[config.mk]
export PLATFORM = sky130hd
export DESIGN_NAME = timer_counter_status_control
export DESIGN_NICKNAME = d
export VERILOG_FILES = /design/src/verilog/tmr_pkg.sv /design/src/verilog/timer_counter_status_control.sv
export VERILOG_INCLUDE_DIRS = /design/src /design/src/verilog
export SDC_FILE = /design/constraint.sdc
export NUM_CORES = 1
export LEC_CHECK = 0
export ABC_CLOCK_PERIOD_IN_PS = 3850
export BUFFER_PORTS_ARGS = -buffer_cell sky130_fd_sc_hd__buf_2
export CORE_MARGIN = 4
export CORE_UTILIZATION = 54
export CTS_CLUSTER_SIZE = 8
export DETAILED_ROUTE_END_ITERATION = 10
export PLACE_DENSITY = 0.81
export REMOVE_ABC_BUFFERS = 1
export SLEW_MARGIN = 0
export SYNTH_ARGS = -nofsm -noshare
export SYNTH_HDL_FRONTEND = slang
export SYNTH_SLANG_ARGS = --single-unit
[constraint.sdc]
create_clock -name mclk -period 3.85 [get_ports mclk]
set_input_delay 0.385 -clock mclk [delete_from_list [all_inputs] [get_ports mclk]]
set_output_delay 0.385 -clock mclk [all_outputs]
set_load 0.01 [all_outputs]
[src/verilog/tmr_cfg.svh]
// Register offsets, field positions, reset values and clock source codes.
//------------------------------------------------------------------------
// Functional notes
//------------------------------------------------------------------------
// Functional notes
// - Set overflow flag when counter wraps after modulo.
// - Clear flag by read-while-set then write zero.
// - New overflow during clear sequence restarts it.
// - Writing one leaves flag; reset clears flag.
// - Interrupt when flag and enable set.
// - Center-align select gives up/down counting.
// - Clock source field: off, bus, fixed, external.
// - Fixed clock without locked loop equals bus.
// - External clock synchronised here; fixed arrives synced but also passes through fix_sync here.
// - Prescaler divides by two to field power.
// - New prescale acts the following cycle.
// - Byte read latches both counter bytes coherently.
// - Status write or reset idles read latch.
// - Counter byte write zeroes counter and idles read latch.
// - Debug halt freezes counter and read latch.
// - Writes during halt still reset read latch.
// - Restart at zero after modulo; zero modulo free-runs.
`ifndef TMR_CFG_SVH
`define TMR_CFG_SVH
`define TMR_ADDR_SC 2'h0
`define TMR_ADDR_CNTH 2'h1
`define TMR_ADDR_CNTL 2'h2
`define TMR_ADDR_IRQ 2'h3
`define TMR_BIT_OVF 7
`define TMR_BIT_OVIE 6
`define TMR_BIT_CPWM 5
`define TMR_BIT_CLKS_HI 4
`define TMR_BIT_CLKS_LO 3
`define TMR_BIT_PS_HI 2
`define TMR_SC_RESET 8'h00
`define TMR_CNT_RESET 16'h0000
`define TMR_CLKS_OFF 2'h0
`define TMR_CLKS_BUS 2'h1
`define TMR_CLKS_FIX 2'h2
`define TMR_CLKS_EXT 2'h3
`endif

[src/verilog/tmr_pkg.sv]
// Types shared by the timer counter block.
package tmr_pkg;
  typedef enum logic [1:0] {LATCH_IDLE, LATCH_HELD} latch_state_t;
  typedef struct packed {
    logic [1:0] address;
    logic read;
    logic write;
    logic [31:0] writedata;
  } av_req_t;
  typedef struct packed {
    logic [31:0] readdata;
    logic waitrequest;
  } av_rsp_t;
  typedef struct packed {
    logic ovf;
    logic ovie;
    logic cpwm;
    logic [1:0] clks;
    logic [2:0] ps;
  } sc_t;
  typedef struct packed {
    sc_t sc;
    logic [15:0] cnt;
    logic dir_down;
    logic [6:0] pre;
    logic armed;
    latch_state_t lstate;
    logic [15:0] hold;
    logic [1:0] ext_sync;
    logic ext_prev;
    logic [1:0] fix_sync;
    logic [1:0] halt_sync;
    logic ack;
    logic [31:0] rdata;
    logic st_ovf;
    logic mask_ovf;
  } state_t;
endpackage : tmr_pkg
[src/verilog/timer_counter_status_control.sv]
// Timer counter with status/control, prescaler and coherent reads.
`timescale 1ns/1ns
`include "tmr_cfg.svh"
module timer_counter_status_control (
  // Clock and reset.
  input wire logic mclk,
  input wire logic rst,
  // Avalon-MM slave.
  input wire tmr_pkg::av_req_t av_req,
  output tmr_pkg::av_rsp_t av_rsp,
  // Chip-level inputs.
  input wire logic ext_clk,
  input wire logic fixed_clk_en,
  input wire logic loop_enabled,
  input wire logic debug_halt_mode,
  input wire logic [15:0] modulo_value,
  // Outputs to channels and system.
  output logic [15:0] count_value,
  output logic count_down,
  output logic center_align_select,
  output logic counter_enabled,
  output logic irq
);
  import tmr_pkg::*;

  state_t s_r;
  state_t s_nxt;

  //----------------------------------------------------------------------
  // Helpers
  //----------------------------------------------------------------------
  // Prescaler tick: the low ps bits of the divider are all ones.
  function automatic logic pre_tick(input logic [6:0] pre,
                                    input logic [2:0] ps);
    logic [6:0] msk;
    msk = 7'h7F >> (3'h7 - ps);
    pre_tick = ((pre & msk) == msk);
  endfunction : pre_tick

  //----------------------------------------------------------------------
  // Next state
  //----------------------------------------------------------------------
  // All next-state bus, counter and flag behaviour is computed here in one pass.
  always_comb begin
    logic wr;
    logic rd;
    logic halted;
    logic src_en;
    logic tick;
    logic ovf_evt;
    logic [15:0] top;
    wr = 1'b0;
    rd = 1'b0;
    halted = 1'b0;
    src_en = 1'b0;
    tick = 1'b0;
    ovf_evt = 1'b0;
    top = 16'h0000;
    s_nxt = s_r;
    // A write lands at the edge where waitrequest is seen low.
    wr = av_req.write && s_r.ack;
    rd = av_req.read && !s_r.ack;
    halted = s_r.halt_sync[1];
    s_nxt.ack = (av_req.read || av_req.write) && !s_r.ack;
    // Synchronisers: only the second stage is read by logic.
    s_nxt.ext_sync = {s_r.ext_sync[0], ext_clk};
    s_nxt.ext_prev = s_r.ext_sync[1];
    s_nxt.fix_sync = {s_r.fix_sync[0], fixed_clk_en};
    s_nxt.halt_sync = {s_r.halt_sync[0], debug_halt_mode};
    // Source select feeding the prescaler.
    case (s_r.sc.clks)
      `TMR_CLKS_OFF: src_en = 1'b0;
      `TMR_CLKS_BUS: src_en = 1'b1;
      `TMR_CLKS_FIX: src_en = loop_enabled ? s_r.fix_sync[1] : 1'b1;
      `TMR_CLKS_EXT: src_en = s_r.ext_sync[1] && !s_r.ext_prev;
      default: src_en = 1'b0;
    endcase
    src_en = src_en && !halted;
    // Prescaler uses the registered ps, so a write acts next cycle.
    tick = src_en && pre_tick(s_r.pre, s_r.sc.ps);
    if (src_en) begin
      s_nxt.pre = s_r.pre + 7'h01;
    end
    top = (modulo_value == 16'h0000) ? 16'hFFFF : modulo_value;
    ovf_evt = 1'b0;
    if (tick) begin
      if (s_r.sc.cpwm) begin
        if (!s_r.dir_down) begin
          if (s_r.cnt >= top) begin
            s_nxt.dir_down = 1'b1;
            s_nxt.cnt = s_r.cnt - 16'h0001;
            ovf_evt = 1'b1;
          end else begin
            s_nxt.cnt = s_r.cnt + 16'h0001;
          end
        end else if (s_r.cnt == 16'h0000) begin
          s_nxt.dir_down = 1'b0;
          s_nxt.cnt = 16'h0001;
        end else begin
          s_nxt.cnt = s_r.cnt - 16'h0001;
        end
      end else begin
        s_nxt.dir_down = 1'b0;
        if (s_r.cnt >= top) begin
          s_nxt.cnt = `TMR_CNT_RESET;
          ovf_evt = 1'b1;
        end else begin
          s_nxt.cnt = s_r.cnt + 16'h0001;
        end
      end
    end
    // Reads: status read while flag set arms the clear sequence.
    s_nxt.rdata = 32'h0000_0000;
    if (rd) begin
      case (av_req.address)
        `TMR_ADDR_SC: begin
          s_nxt.rdata = {24'h0, s_r.sc};
          if (s_r.sc.ovf) begin
            s_nxt.armed = 1'b1;
          end
        end
        `TMR_ADDR_CNTH, `TMR_ADDR_CNTL: begin
          if (s_r.lstate == LATCH_IDLE) begin
            s_nxt.rdata = (av_req.address == `TMR_ADDR_CNTH) ?
              {24'h0, s_r.cnt[15:8]} : {24'h0, s_r.cnt[7:0]};
            if (!halted) begin
              s_nxt.hold = s_r.cnt;
              s_nxt.lstate = LATCH_HELD;
            end
          end else begin
            s_nxt.rdata = (av_req.address == `TMR_ADDR_CNTH) ?
              {24'h0, s_r.hold[15:8]} : {24'h0, s_r.hold[7:0]};
            if (!halted) begin
              s_nxt.lstate = LATCH_IDLE;
            end
          end
        end
        `TMR_ADDR_IRQ: s_nxt.rdata = {30'h0, s_r.mask_ovf, s_r.st_ovf};
        default: s_nxt.rdata = 32'h0000_0000;
      endcase
    end
    // Writes.
    if (wr) begin
      case (av_req.address)
        `TMR_ADDR_SC: begin
          s_nxt.sc.ovie = av_req.writedata[`TMR_BIT_OVIE];
          s_nxt.sc.cpwm = av_req.writedata[`TMR_BIT_CPWM];
          s_nxt.sc.clks =
            av_req.writedata[`TMR_BIT_CLKS_HI:`TMR_BIT_CLKS_LO];
          s_nxt.sc.ps = av_req.writedata[`TMR_BIT_PS_HI:0];
          if (s_r.armed && !av_req.writedata[`TMR_BIT_OVF]) begin
            s_nxt.sc.ovf = 1'b0;
          end
          s_nxt.armed = 1'b0;
          s_nxt.lstate = LATCH_IDLE;
        end
        `TMR_ADDR_CNTH, `TMR_ADDR_CNTL: begin
          s_nxt.cnt = `TMR_CNT_RESET;
          s_nxt.dir_down = 1'b0;
          s_nxt.lstate = LATCH_IDLE;
        end
        `TMR_ADDR_IRQ: begin
          s_nxt.mask_ovf = av_req.writedata[1];
          if (av_req.writedata[0]) begin
            s_nxt.st_ovf = 1'b0;
          end
        end
        default: ;
      endcase
    end
    // A fresh overflow wins over any clear and disarms the sequence.
    if (ovf_evt) begin
      s_nxt.sc.ovf = 1'b1;
      s_nxt.armed = 1'b0;
      s_nxt.st_ovf = 1'b1;
    end
  end

  //----------------------------------------------------------------------
  // State register
  //----------------------------------------------------------------------
  // Reset clears flag, enables and counter; all take constants.
  always_ff @(posedge mclk or posedge rst) begin
    if (rst) begin
      s_r <= '0;
      s_r.sc <= `TMR_SC_RESET;
      s_r.lstate <= LATCH_IDLE;
    end else begin
      s_r <= s_nxt;
    end
  end

  //----------------------------------------------------------------------
  // Outputs
  //----------------------------------------------------------------------
  // Waitrequest is high only in the first cycle of each request.
  assign av_rsp.waitrequest = (av_req.read || av_req.write) && !s_r.ack;
  assign av_rsp.readdata = s_r.rdata;
  assign count_value = s_r.cnt;
  assign count_down = s_r.dir_down;
  assign center_align_select = s_r.sc.cpwm;
  assign counter_enabled = (s_r.sc.clks != `TMR_CLKS_OFF);
  // Either the classic enable or the mask path raises the line.
  assign irq = (s_r.sc.ovf && s_r.sc.ovie) ||
               (s_r.st_ovf && s_r.mask_ovf);
endmodule : timer_counter_status_control

==> impl_metrics.env <==
export IMPL_outcome="complete, no violations"
export IMPL_synthAdderAreaFrac_pct=6.022
export IMPL_holdWs_ns=0.1456
export IMPL_grt_busiest_layer="met2"
export IMPL_clock_fmax_ghz=0.3030
export IMPL_synth_top_family_by_area="simple AND/OR/NAND/NOR gates"
export IMPL_multi_input_area_sq_mm=0.002390
export IMPL_ys_seq_elements=69
export IMPL_power_mw=2.616
export IMPL_vdd_ir_drop_max_v=0.0002614
export IMPL_drt_wl_total_microns=10810
export IMPL_synth_edf_count=0
export IMPL_clock_skew_ns=0.01041
export IMPL_globalRouteTotalUtil_pct=22.89
export IMPL_hp_class="in2reg"
export IMPL_synth_top_area_share_pct=37.78
export IMPL_drtIter0Drc=218
export IMPL_synth_ff_type="dfrtp_1"
export IMPL_yosys_area_share_xor_xnor_pct=1.725
export IMPL_period_share_pct=85.73
export IMPL_timing_final_hold_violations=0
export IMPL_ant_nets=0
export IMPL_place_ws_ns=0.1910
export IMPL_max_stage_delay_ns=0.63
export IMPL_fin_crit_ns=3.300
export IMPL_std_cell_rows=33
export IMPL_core_area_sq_mm=0.008217
export IMPL_synthArstFlopShare_pct=100.0
export IMPL_final_cells=626
export IMPL_crit_fanout=17
export IMPL_crit_type="in2reg"
export IMPL_dp_hpwl_microns=7600
export IMPL_cp_cell_sequence="buf_2 -> nor4_1 -> and4_1 -> buf_4 -> nor2_1 -> ha_1 -> nand4_1 -> nor3_1 -> o21a_1 -> a31oi_1 -> a41o_1 -> o32ai_1 -> a22oi_1 -> nor2_1"
export IMPL_dp_cells=610
export IMPL_cp_common_cell="nor2_1"
export IMPL_yosys_top_cells_area="dfrtp_1 38%, buf_4 8.0%, ha_1 6.0%, mux2_2 5.4%, nor2_1 4.2%"
export IMPL_netlist_instances=485
export IMPL_cellPowerDensity_mw_per_mm2=531.8
export IMPL_yosysUniqueCellTypes=58
export IMPL_die_y_microns=100
export IMPL_antenna_found_initial=0
export IMPL_cts_resized=0
export IMPL_start_util_pct=55.63
export IMPL_ys_seq_area_share_pct=37.78
export IMPL_vias=3778
export IMPL_rsz0062_at_grt="false"
export IMPL_cts_clk_slew_worst_paths_ns=0.07
export IMPL_arrival_ns=3.51
export IMPL_synth_area_sq_mm=0.004571
export IMPL_synth_compound_area_share_pct=15.17
export IMPL_hold_buffers=0
export IMPL_seq_area_sq_mm=0.001727
export IMPL_crit_path_top_delay_cell="a41o_1"
export IMPL_rrSetupSlack_ns=0.63
export IMPL_ctsHtreeMaxLevel=3
export IMPL_cts_setup_buffers=0
export IMPL_grt_overflow_total=0
export IMPL_post_drt_wl_per_cell_microns=17.27
export IMPL_clock_latency_ns=0.35
export IMPL_cts_tree="yes"
export IMPL_grt_pass1_vias=3784
export IMPL_yosysMostFrequentCell="dfrtp_1"
export IMPL_ios=111
export IMPL_avgSynthCellArea_sq_um=9.424
export IMPL_leakage_nw=2.243
export IMPL_crit_required_ns=4.06
export IMPL_vias_per_cell=6.035
export IMPL_area_delta_synth_final_pct=7.610
export IMPL_drc=0
export IMPL_worst_setup_path_end_kind="flop"
export IMPL_chipWidth_microns=100
export IMPL_synth_area_mux_share_pct=9.581
export IMPL_grt_use_met3_pct=4.031
export IMPL_grt_use_met2_pct=38.38
export IMPL_fillers=695
export IMPL_cts_buffers=9
export IMPL_num_nets_final=596
export IMPL_grt_pass1_wl_microns=18060
export IMPL_cts_sinks=69
export IMPL_port_buffers=62
export IMPL_yosysWarnings=0
export IMPL_drive_gt1_share_pct=25.14
export IMPL_maxSlewViolCount=0
export IMPL_synthSimpleGateAreaFrac_pct=17.82
export IMPL_setup_viol=0
export IMPL_grt_max_degree=36
export IMPL_synth_commonest_cells="69 x dfrtp_1, 51 x nor2_1, 49 x buf_4"
export IMPL_cts_root_buf="clkbuf_8"
export IMPL_setup_tns_final_ns=0
export IMPL_worst_slack_ns=0.5495
export IMPL_slew_headroom_pct=47.49
export IMPL_critPathLaunchType="input port"
export IMPL_gp_congestion=0.8914
export IMPL_grt_use_met1_pct=29.64
export IMPL_clk_path_buf_depth=2
export IMPL_drv_cap=0
export IMPL_yosysTopAreaCell="dfrtp_1"
export IMPL_first_pass_iters=5
export IMPL_diodes=0
export IMPL_die_area_sq_mm=0.01000
export IMPL_tightest_slew_ns=0.7877
## flip-flops by register name, summed over array words and instances (netlist names)
register,flops
s_r,39
count_down,1
s_nxt,4
av_rsp,8
count_value,16
center_align_select,1
## power by group
part	leakage (nW)	internal, mW	total [mW]	switching, mW
Clock	0.116	0.398	0.664	0.266
Sequential	0.879	0.880	1.09	0.213
Combinational	1.25	0.391	0.858	0.467
Total	2.24	1.67	2.62	0.946
## worst paths after layout
| path | endpoint | start | depth (start not counted) |
|---|---|---|---|
| setup / recovery | count_value[6]$_DFF_PP0_ | modulo_value[11] | 14 |
| hold / removal | s_nxt[41]$_DFF_PP0_ | ext_clk | 1 |
| setup reg to reg | count_value[6]$_DFF_PP0_ | count_value[0]$_DFF_PP0_ | 10 |
| hold reg to reg | s_nxt[39]$_DFF_PP0_ | s_nxt[41]$_DFF_PP0_ | 0 |
| max in group asynchronous | s_r[44]$_DFFE_PP0P_ | rst | 3 |
| min in group asynchronous | count_value[14]$_DFF_PP0_ | rst | 2 |
## logic make-up after synthesis
family / after synthesis
compound gates: 104
xor+xnor: 9
fa+ha+maj: 22
buf+inv: 90
flops: 69
mux: 31
other cells: 1
simple gates: 159
## cell type report
cell class | count | area share, %
Clock buffer | 12 | 3.154
Inverter | 14 | 1.068
Sequential cell | 69 | 35.11
Multi-Input combinational cell | 349 | 48.59
Clock inverter | 4 | 1.425
Timing Repair Buffer | 73 | 7.988
Tap cell | 105 | 2.671
## cells in the final DEF, fill, tap and decap left out, types with 7 or more instances in the layout
cell / instances
dfrtp_1: 69
nand2_1: 30
clkbuf_8: 11
buf_2: 62
a211oi_1: 7
mux4_2: 8
a22oi_1: 9
nor2_1: 51
nor3_1: 11
nand3_1: 12
conb_1: 24
nand2b_1: 8
buf_4: 11
and3_1: 8
a221oi_1: 7
nand4_1: 10
mux2_2: 22
a21oi_1: 25
o21ai_0: 25
inv_1: 13
ha_1: 22
## critical path, delay by kind of cell
kind / cells / cell delay, ns
buf+inv: 2 / 0.32
compound gates: 5 / 1.45
fa+ha+maj: 1 / 0.29
simple gates: 6 / 1.05
## per-layer routing
| layer | wire (microns) | part of all wire, % |
|---|---|---|
| met1 | 4493 | 42 |
| met2 | 5235 | 48 |
| met3 | 924 | 8.5 |
| met4 | 161 | 1.5 |
| met5 | 0 | 0 |
## per-stage QoR
step | util (%) | instance area, sq um
after floorplan | - | 4169
after global placement | 57.12 | 4693
after detailed placement | 57.12 | 4693
after CTS | 59.86 | 4918
after global routing | 59.86 | 4918
final | 59.86 | 4918
Note: power is estimated with default switching activity, not from simulation.
